[src/tvcd_params.svh]
/*
  Constants of the torque and velocity command decoder: timing, widths,
  scaling and reset values. Assumes a 50 MHz core clock.
*/
`ifndef TVCD_PARAMS_SVH
`define TVCD_PARAMS_SVH

// ==========================================================================
// Clock
`define TVCD_CLK_HZ        50000000
`define TVCD_CLK_NS        20

// ==========================================================================
// Timing
`define TVCD_LOSS_MS       50
`define TVCD_LOSS_CYC      ((`TVCD_CLK_HZ / 1000) * `TVCD_LOSS_MS)
`define TVCD_DISABLE_MS    10
`define TVCD_DISABLE_CYC   ((`TVCD_CLK_HZ / 1000) * `TVCD_DISABLE_MS)
`define TVCD_MIN_PHASE_NS  300
// Filter a quarter of the shortest legal phase
`define TVCD_FILT_CYC      (`TVCD_MIN_PHASE_NS / `TVCD_CLK_NS / 4)
`define TVCD_FILT_W        3
`define TVCD_PWM_MIN_HZ    20
`define TVCD_PWM_MAX_HZ    30000
`define TVCD_FREQ_MAX_HZ   500000
`define TVCD_FREQ_FULL_CYC (`TVCD_CLK_HZ / `TVCD_FREQ_MAX_HZ)

// ==========================================================================
// Widths and scaling
`define TVCD_N_IN          3
`define TVCD_CNT_W         22
`define TVCD_CNT_MAX       22'h3fffff
`define TVCD_TQ_FULL       10'h3ff
`define TVCD_TQ_FULL_INT   1023
`define TVCD_DUTY_HALF     11'h200
`define TVCD_DIV_TOP       4'ha
`define TVCD_MODE_RST      4'h1

`endif

[src/tvcd_pkg.sv]
/*
  Types of the torque and velocity command decoder.
  Assumes tvcd_params.svh is on the include path.
*/
`include "tvcd_params.svh"

package tvcd_pkg;

  // ========================================================================
  // Modes and states
  typedef enum logic [3:0] {
    MODE_BIP  = 4'b0001,
    MODE_UNI  = 4'b0010,
    MODE_FREQ = 4'b0100,
    MODE_VEL  = 4'b1000
  } mode_t;

  typedef enum logic [2:0] {
    ST_IDLE = 3'b001,
    ST_DIV1 = 3'b010,
    ST_DIV2 = 3'b100
  } div_st_t;

  // ========================================================================
  // Command carrier
  typedef logic signed [15:0] vel_t;

  typedef struct packed {
    logic       energize;
    logic       ccw;
    logic [9:0] torque;
    vel_t       velocity;
  } cmd_t;

endpackage : tvcd_pkg

[src/cmd_input_filter.sv]
/*
  Two-stage synchroniser and glitch filter for the enable and two command
  inputs. Assumes inputs are held at least the filter length per phase.
*/
`timescale 1ns/10ps
`default_nettype none
`include "tvcd_params.svh"

module cmd_input_filter (
  input  wire logic                   i_core_clk,
  input  wire logic                   i_rst_n,
  input  wire logic [`TVCD_N_IN-1:0]  i_raw,
  output logic      [`TVCD_N_IN-1:0]  o_level,
  output logic      [`TVCD_N_IN-1:0]  o_rise,
  output logic      [`TVCD_N_IN-1:0]  o_fall
);

  // ========================================================================
  // Per-input filter
  for (genvar g = 0; g < `TVCD_N_IN; g++) begin : g_ch
    logic                    s1_r, s1_nxt;
    logic                    s2_r, s2_nxt;
    logic                    lvl_r, lvl_nxt;
    logic                    rise_r, rise_nxt;
    logic                    fall_r, fall_nxt;
    logic [`TVCD_FILT_W-1:0] cnt_r, cnt_nxt;

    always_comb begin
      s1_nxt  = i_raw[g];
      s2_nxt  = s1_r;
      lvl_nxt = lvl_r;
      cnt_nxt = '0;
      // Level flips only after FILT_CYC disagreeing samples
      if (s2_r != lvl_r) begin
        if (cnt_r == `TVCD_FILT_W'(`TVCD_FILT_CYC - 1)) begin
          lvl_nxt = s2_r;
        end else begin
          cnt_nxt = cnt_r + `TVCD_FILT_W'(1);
        end
      end
      rise_nxt = lvl_nxt & ~lvl_r;
      fall_nxt = ~lvl_nxt & lvl_r;
    end

    always_ff @(posedge i_core_clk) begin
      if (!i_rst_n) begin
        s1_r   <= 1'b0;
        s2_r   <= 1'b0;
        lvl_r  <= 1'b0;
        rise_r <= 1'b0;
        fall_r <= 1'b0;
        cnt_r  <= '0;
      end else begin
        s1_r   <= s1_nxt;
        s2_r   <= s2_nxt;
        lvl_r  <= lvl_nxt;
        rise_r <= rise_nxt;
        fall_r <= fall_nxt;
        cnt_r  <= cnt_nxt;
      end
    end

    assign o_level[g] = lvl_r;
    assign o_rise[g]  = rise_r;
    assign o_fall[g]  = fall_r;
  end

endmodule : cmd_input_filter

`default_nettype wire

[src/torque_velocity_command_decoder.sv]
/*
  Servo command decoder: bipolar PWM, unipolar PWM and frequency torque
  modes, and four-velocity select with ramping. Assumes the command inputs
  are synchronous-sampled here and the mode is changed only while disabled.
*/
`timescale 1ns/10ps
`default_nettype none
`include "tvcd_params.svh"

module torque_velocity_command_decoder
  import tvcd_pkg::*;
#(
  parameter int unsigned LOSS_CYC    = `TVCD_LOSS_CYC,
  parameter int unsigned DISABLE_CYC = `TVCD_DISABLE_CYC
) (
  input  wire logic        i_core_clk,
  input  wire logic        i_rst_n,
  input  wire logic        i_enable,
  input  wire logic        i_in_a,
  input  wire logic        i_in_b,
  input  wire mode_t       i_mode,
  input  wire logic [8:0]  i_deadband,
  input  wire vel_t        i_velocity [4],
  input  wire logic [15:0] i_accel,
  output mode_t            o_mode,
  output logic             o_signal_ok,
  output logic [10:0]      o_duty,
  output cmd_t             o_cmd
);

  // ========================================================================
  // Input conditioning
  logic [2:0] lvl, rise, fall;
  logic       en_f, a_f, b_f;

  cmd_input_filter u_filter (
    .i_core_clk (i_core_clk),
    .i_rst_n    (i_rst_n),
    .i_raw      ({i_in_b, i_in_a, i_enable}),
    .o_level    (lvl),
    .o_rise     (rise),
    .o_fall     (fall)
  );

  assign en_f = lvl[0];
  assign a_f  = lvl[1];
  assign b_f  = lvl[2];

  // ========================================================================
  // Mode hold
  mode_t mode_r, mode_nxt;

  // Mode only follows the input while disabled, so no path switches mid-run
  always_comb begin
    mode_nxt = en_f ? mode_r : i_mode;
  end

  always_ff @(posedge i_core_clk) begin
    if (!i_rst_n) begin
      mode_r <= mode_t'(`TVCD_MODE_RST);
    end else begin
      mode_r <= mode_nxt;
    end
  end

  // ========================================================================
  // Period, high time and loss measurement
  logic [`TVCD_CNT_W-1:0] per_cnt_r, per_cnt_nxt, hi_cnt_r, hi_cnt_nxt;
  logic [`TVCD_CNT_W-1:0] per_lat_r, per_lat_nxt, hi_lat_r, hi_lat_nxt;
  logic [`TVCD_CNT_W-1:0] loss_cnt_r, loss_cnt_nxt;
  logic                   seen_r, seen_nxt, start_r, start_nxt;
  logic                   loss;

  // 22-bit counters cover the 50 ms period of the slowest input
  assign loss = (loss_cnt_r >= `TVCD_CNT_W'(LOSS_CYC));

  always_comb begin
    per_cnt_nxt = per_cnt_r;
    hi_cnt_nxt  = hi_cnt_r;
    if (per_cnt_r != `TVCD_CNT_MAX) begin
      per_cnt_nxt = per_cnt_r + `TVCD_CNT_W'(1);
    end
    if (b_f && hi_cnt_r != `TVCD_CNT_MAX) begin
      hi_cnt_nxt = hi_cnt_r + `TVCD_CNT_W'(1);
    end
    if (rise[2]) begin
      per_cnt_nxt = `TVCD_CNT_W'(1);
      hi_cnt_nxt  = `TVCD_CNT_W'(1);
    end
    hi_lat_nxt   = fall[2] ? hi_cnt_r : hi_lat_r;
    per_lat_nxt  = rise[2] ? per_cnt_r : per_lat_r;
    start_nxt    = rise[2] && seen_r;
    seen_nxt     = rise[2] | (seen_r & ~loss);
    loss_cnt_nxt = loss ? loss_cnt_r : loss_cnt_r + `TVCD_CNT_W'(1);
    if (rise[2] || fall[2]) begin
      loss_cnt_nxt = '0;
    end
  end

  always_ff @(posedge i_core_clk) begin
    if (!i_rst_n) begin
      per_cnt_r  <= '0;
      hi_cnt_r   <= '0;
      per_lat_r  <= '0;
      hi_lat_r   <= '0;
      loss_cnt_r <= '0;
      seen_r     <= 1'b0;
      start_r    <= 1'b0;
    end else begin
      per_cnt_r  <= per_cnt_nxt;
      hi_cnt_r   <= hi_cnt_nxt;
      per_lat_r  <= per_lat_nxt;
      hi_lat_r   <= hi_lat_nxt;
      loss_cnt_r <= loss_cnt_nxt;
      seen_r     <= seen_nxt;
      start_r    <= start_nxt;
    end
  end

  // ========================================================================
  // Sequential divider: duty or rate, then deadband scaling
  div_st_t     st_r, st_nxt;
  logic [33:0] rem_r, rem_nxt, shifted;
  logic [21:0] dsr_r, dsr_nxt;
  logic [10:0] q_r, q_nxt, q_fin, duty_r, duty_nxt;
  logic [3:0]  bit_r, bit_nxt;
  logic [9:0]  mag_r, mag_nxt, abs_w, mag_fin;
  logic        ccw_r, ccw_nxt, valid_r, valid_nxt, ccw_w;

  always_comb begin
    st_nxt    = st_r;
    rem_nxt   = rem_r;
    dsr_nxt   = dsr_r;
    q_nxt     = q_r;
    bit_nxt   = bit_r;
    duty_nxt  = duty_r;
    mag_nxt   = mag_r;
    ccw_nxt   = ccw_r;
    valid_nxt = valid_r;
    shifted   = {12'h0, dsr_r} << bit_r;
    q_fin     = q_r;
    if (rem_r >= shifted) begin
      q_fin[bit_r] = 1'b1;
    end
    mag_fin = (q_fin > 11'(`TVCD_TQ_FULL)) ? `TVCD_TQ_FULL : q_fin[9:0];
    ccw_w   = (q_fin >= `TVCD_DUTY_HALF);
    abs_w   = ccw_w ? 10'(q_fin - `TVCD_DUTY_HALF)
                    : 10'(`TVCD_DUTY_HALF - q_fin);
    case (st_r)
      ST_IDLE: begin
        if (start_r) begin
          bit_nxt = `TVCD_DIV_TOP;
          q_nxt   = '0;
          dsr_nxt = per_lat_r;
          st_nxt  = ST_DIV1;
          if (mode_r == MODE_FREQ) begin
            rem_nxt = 34'(`TVCD_FREQ_FULL_CYC * `TVCD_TQ_FULL_INT);
            // Faster than full scale would overflow the quotient
            if (per_lat_r < 22'(`TVCD_FREQ_FULL_CYC)) begin
              mag_nxt   = `TVCD_TQ_FULL;
              valid_nxt = 1'b1;
              st_nxt    = ST_IDLE;
            end
          end else begin
            rem_nxt = {2'h0, hi_lat_r, 10'h0};
          end
        end
      end
      ST_DIV1, ST_DIV2: begin
        if (rem_r >= shifted) begin
          rem_nxt = rem_r - shifted;
        end
        q_nxt   = q_fin;
        bit_nxt = bit_r - 4'h1;
        if (bit_r == 4'h0) begin
          bit_nxt   = 4'h0;
          st_nxt    = ST_IDLE;
          valid_nxt = 1'b1;
          mag_nxt   = mag_fin;
          if (st_r == ST_DIV1 && mode_r != MODE_FREQ) begin
            duty_nxt = q_fin;
          end
          if (st_r == ST_DIV1 && mode_r == MODE_BIP) begin
            ccw_nxt = ccw_w;
            mag_nxt = '0;
            if (abs_w > 10'(i_deadband)) begin
              // Steeper gain keeps full torque at the duty extremes
              rem_nxt = 34'(abs_w - 10'(i_deadband)) * 34'(1023);
              dsr_nxt = 22'(10'(`TVCD_DUTY_HALF) - 10'(i_deadband));
              bit_nxt = `TVCD_DIV_TOP;
              q_nxt   = '0;
              st_nxt  = ST_DIV2;
              valid_nxt = valid_r;
              // Old torque stands until the scaled value is ready
              mag_nxt   = mag_r;
              ccw_nxt   = ccw_r;
            end
          end
          if (st_r == ST_DIV2) begin
            ccw_nxt = (duty_r >= `TVCD_DUTY_HALF);
          end
        end
      end
      default: st_nxt = ST_IDLE;
    endcase
    if (loss) begin
      valid_nxt = 1'b0;
    end
  end

  always_ff @(posedge i_core_clk) begin
    if (!i_rst_n) begin
      st_r    <= ST_IDLE;
      rem_r   <= '0;
      dsr_r   <= '0;
      q_r     <= '0;
      bit_r   <= '0;
      duty_r  <= '0;
      mag_r   <= '0;
      ccw_r   <= 1'b0;
      valid_r <= 1'b0;
    end else begin
      st_r    <= st_nxt;
      rem_r   <= rem_nxt;
      dsr_r   <= dsr_nxt;
      q_r     <= q_nxt;
      bit_r   <= bit_nxt;
      duty_r  <= duty_nxt;
      mag_r   <= mag_nxt;
      ccw_r   <= ccw_nxt;
      valid_r <= valid_nxt;
    end
  end

  // ========================================================================
  // Velocity select and ramp
  vel_t               vel_r, vel_nxt, vel_q_r, target;
  logic signed [16:0] diff, acc, dlt;

  assign target = i_velocity[{b_f, a_f}];
  assign acc    = $signed({1'b0, i_accel});
  assign diff   = 17'(target) - 17'(vel_r);
  assign dlt    = 17'(vel_r) - 17'(vel_q_r);

  // Target follows the inputs every cycle, so ramping starts at once
  always_comb begin
    vel_nxt = target;
    if (!(en_f && mode_r == MODE_VEL)) begin
      vel_nxt = '0;
    end else if (diff > acc) begin
      vel_nxt = 16'(17'(vel_r) + acc);
    end else if (diff < -acc) begin
      vel_nxt = 16'(17'(vel_r) - acc);
    end
  end

  always_ff @(posedge i_core_clk) begin
    if (!i_rst_n) begin
      vel_r   <= '0;
      vel_q_r <= '0;
    end else begin
      vel_r   <= vel_nxt;
      vel_q_r <= vel_r;
    end
  end

  // ========================================================================
  // Command output
  cmd_t cmd_r, cmd_nxt;

  always_comb begin
    cmd_nxt          = '0;
    cmd_nxt.energize = en_f;
    if (en_f) begin
      case (mode_r)
        MODE_BIP: begin
          if (!a_f && valid_r) begin
            cmd_nxt.torque = mag_r;
            cmd_nxt.ccw    = ccw_r;
          end
        end
        MODE_UNI, MODE_FREQ: begin
          if (valid_r) begin
            cmd_nxt.torque = mag_r;
            cmd_nxt.ccw    = !a_f;
          end
        end
        MODE_VEL: cmd_nxt.velocity = vel_r;
        default:  cmd_nxt = '0;
      endcase
    end
  end

  always_ff @(posedge i_core_clk) begin
    if (!i_rst_n) begin
      cmd_r <= '0;
    end else begin
      cmd_r <= cmd_nxt;
    end
  end

  assign o_cmd       = cmd_r;
  assign o_mode      = mode_r;
  assign o_signal_ok = valid_r;
  assign o_duty      = duty_r;

  // ========================================================================
  // Checks
  logic [`TVCD_CNT_W-1:0] dis_cnt_r;

  always_ff @(posedge i_core_clk) begin
    if (!i_rst_n || i_enable || !o_cmd.energize) begin
      dis_cnt_r <= '0;
    end else begin
      dis_cnt_r <= dis_cnt_r + `TVCD_CNT_W'(1);
    end
  end
endmodule : torque_velocity_command_decoder

`default_nettype wire

[config.mk]
export PLATFORM = sky130hd
export DESIGN_NAME = torque_velocity_command_decoder
export DESIGN_NICKNAME = d
export VERILOG_FILES = /design/src/tvcd_pkg.sv /design/src/cmd_input_filter.sv /design/src/torque_velocity_command_decoder.sv
export VERILOG_INCLUDE_DIRS = /design/src
export SDC_FILE = /design/constraint.sdc
export NUM_CORES = 1
export LEC_CHECK = 0
export ABC_CLOCK_PERIOD_IN_PS = 15850
export CAP_MARGIN = 5
export CORE_AREA = 2 2 204 206
export CTS_BUF_LIST = sky130_fd_sc_hd__clkbuf_8
export DETAILED_ROUTE_END_ITERATION = 8
export DIE_AREA = 0 0 206 208
export DONT_BUFFER_PORTS = 1
export GPL_TIMING_DRIVEN = 0
export PLACE_DENSITY = 0.69
export SLEW_MARGIN = 20
export SYNTH_ARGS = -nofsm -noshare
export SYNTH_HDL_FRONTEND = slang
export SYNTH_HIERARCHICAL = 1
export SYNTH_SLANG_ARGS = --single-unit
[constraint.sdc]
create_clock -name i_core_clk -period 15.85 [get_ports i_core_clk]
set_clock_uncertainty 0.05 [all_clocks]
set_input_delay 0.7925 -clock i_core_clk [delete_from_list [all_inputs] [get_ports i_core_clk]]
set_output_delay 0.7925 -clock i_core_clk [all_outputs]
set_load 0.01 [all_outputs]
==> results.py <==
metrics = {
    "sta": {
        "rsz0062_at_grt": "false",
        "setup_ws_ps": 1100,
        "hold_viol_final": 0,
        "fin_setup_tns_ps": 0,
        "clock.fmax_mhz": 67.8,
        "min_period_ps": 14750,
        "tightest_slew_ps": 1070,
        "slew_viol_final": 0,
        "setup_violations": 0,
        "fin_crit_sh": 0.931,
        "slew_headroom": 0.268,
    },
    "route": {
        "first_pass_iters": 5,
        "ant_nets": 0,
        "vias": 19700,
        "viasPerCell": 6.03,
        "drc": 0,
        "drt_iter0_drc": 1585,
        "finalWirelength_um": 67700,
        "wl_per_cell_um": 20.7,
    },
    "die": {
        "die_area_um2": 42800,
        "start_util": 0.532,
        "die_w_um": 206,
        "die_h_um": 208,
        "pin_count": 142,
        "core_um2": 40600,
        "num_rows": 74,
    },
    "placed_design": {
        "io_buffers": 0,
        "dp_hpwl_um": 53600,
        "gp_congestion": 0.972,
        "place_ws_ps": 1190,
    },
    "clocking": {
        "cts_root_buffer": "clkbuf_8",
        "cts_max_level": 2,
        "clk_latency_ps": 640,
        "path_clk_slew_ps": 70,
        "cts-buffers-inserted": 49,
        "cts_tree": "yes",
        "clockBufferDepth": 3,
        "ctsHoldBuffers": 0,
        "cts_sinks": 277,
    },
    "pwr": {
        "total_power_uw": 3090,
        "peakVddDrop_mv": 0.425,
        "leakage_uw": 0.00943,
        "powerDensity_nw_per_um2": 133,
    },
    "worst_setup_path": {
        "cp.required_ps": 16290,
        "r2r_end": "rem_r[33]$_SDFFE_PN0P_",
        "worstSetupPathType": "flip-flop to flip-flop",
        "cp.arrival_ps": 15190,
        "r2r_cells": 47,
        "r2r-start": "bit_r[0]$_SDFFE_PN0P_",
        "max_stage_delay_ps": 650,
        "start_kind": "flip-flop",
        "slowest_stage": "a2111oi_4",
        "crit_fanout": 10,
        "r2r_slack_ps": 1100,
        "cp-end-kind": "flip-flop",
    },
    "grt": {
        "gr-total-overflow": 0,
        "grt_pass1_vias": 19600,
        "grt_pass1_wl_um": 107000,
        "grt.total_usage": 0.317,
        "antenna_found_initial": 2,
        "grt_max_degree": 15,
    },
    "logic_synthesis": {
        "synth.avg_cell_area_um2": 8.16,
        "syn-cell-area_um2": 21600,
        "syn_nets": 2993,
        "synth_cells": 2645,
        "yosys_warnings": 6,
    },
    "min_path": {
        "min_path_type": "input port to flip-flop",
        "hold_start": "i_enable",
        "hold_path_depth": 1,
        "worstHoldEndpoint": "u_filter/g_ch[0].s1_r$_SDFF_PN0_",
    },
    "final_layout": {
        "final_nets": 3045,
        "drive_gt1_frac": 0.0693,
        "n_fill_cell": 3780,
        "syn2layout_area_growth_pct": 7.74,
    },
    "run_status": {
        "outcome": "complete, no violations",
    },
    "run": {
        "drv_cap": 0,
    },
}
[placed cells by master (no fill, tap or decap), types with 24 or more instances in the layout]
cell type    n
mux2i_1     80
xor2_1      74
a211oi_1    45
clkbuf_1    99
and2_1      24
inv_1      238
nand3_1     60
clkbuf_8    57
nor3_1      78
o21ai_0    138
dfxtp_1    277
and3_1      26
nor2b_1     31
nand4_1     24
fa_1        67
xnor2_1     87
a21o_1      24
a21oi_1    191
mux4_2      26
nor2_1     313
nand2_1    218
ha_1       183
[power by group]
| part | internal [µW] | total [µW] | switching [µW] | leakage [µW] |
|---|---|---|---|---|
| logic | 704 | 1700 | 998 | 0.00666 |
| clock network | 361 | 684 | 323 | 0.000538 |
| registers | 699 | 702 | 3.25 | 0.00223 |
| total | 1760 | 3090 | 1320 | 0.00943 |
[how the worst max path moves through the flow]
| stage | startpoint | to |
|---|---|---|
| final | bit_r[0]$_SDFFE_PN0P_ | rem_r[33]$_SDFFE_PN0P_ |
| after global routing | bit_r[0]$_SDFFE_PN0P_ | rem_r[33]$_SDFFE_PN0P_ |
| after CTS | bit_r[0]$_SDFFE_PN0P_ | rem_r[33]$_SDFFE_PN0P_ |
| after detailed placement | bit_r[0]$_SDFFE_PN0P_ | rem_r[33]$_SDFFE_PN0P_ |
| after global placement | bit_r[0]$_SDFFE_PN0P_ | rem_r[33]$_SDFFE_PN0P_ |
| after floorplan | bit_r[0]$_SDFFE_PN0P_ | rem_r[32]$_SDFFE_PN0P_ |
[layer usage]
metal / track usage / up-vias / wire (µm)
li1: - / 9346 / -
met1: 0.404 / 9424 / 28300
met2: 0.524 / 743 / 31000
met3: 0.0556 / 158 / 5410
met4: 0.137 / 0 / 2930
met5: 0 / - / 0
[state kept, by name, indices dropped and copies added (netlist names), 4 cells and up]
signal	count
vel_r	16
q_r	11
bit_r	4
hi_lat_r	22
mag_r	10
per_lat_r	22
rem_r	34
dsr_r	22
o_mode	4
o_cmd	28
loss_cnt_r	22
hi_cnt_r	22
o_duty	11
per_cnt_r	22
u_filter/g_ch.cnt_r	9
[final cells by class]
class | count | area, µm² | share of cell area
antenna | 3 | 7.51 | 0.000323
multi-input combinational | 2018 | 14700 | 0.632
clock buffer | 57 | 785 | 0.0337
clock inverter | 24 | 186 | 0.00802
tap | 532 | 666 | 0.0286
timing repair buffer | 1 | 7.51 | 0.000323
inverter | 228 | 856 | 0.0368
sequential | 277 | 5550 | 0.238
buffer | 122 | 499 | 0.0215
[stage by stage]
stage	cells	utilization	instance area, µm²	hold WS, ps
floorplan	2645	-	21600	362
global placement	3177	0.549	22200	366
detailed placement	3178	0.549	22300	382
CTS	3259	0.573	23200	194
global route	3260	0.573	23200	213
finish	3262	0.573	23300	228
[worst max-delay path, delay by kind of cell (launching register included)]
family / cells / cell delay, ps
xor gates and xnor gates: 3 / 620
adders and majority gates: 9 / 3890
buffers and inverters: 8 / 2590
and+or+nand+nor: 10 / 2380
AOI/OAI and AO/OA: 17 / 4540
DFF: 1 / 490
[timing repair]
| action | in CTS | in global routing |
|---|---|---|
| setup endpoints to repair | 0 | 10 |
| hold endpoints to repair | 0 | 0 |
| setup buffers | 0 | 0 |
| resized for setup | 0 | 1 |
Power figures use the tool's default switching activity.
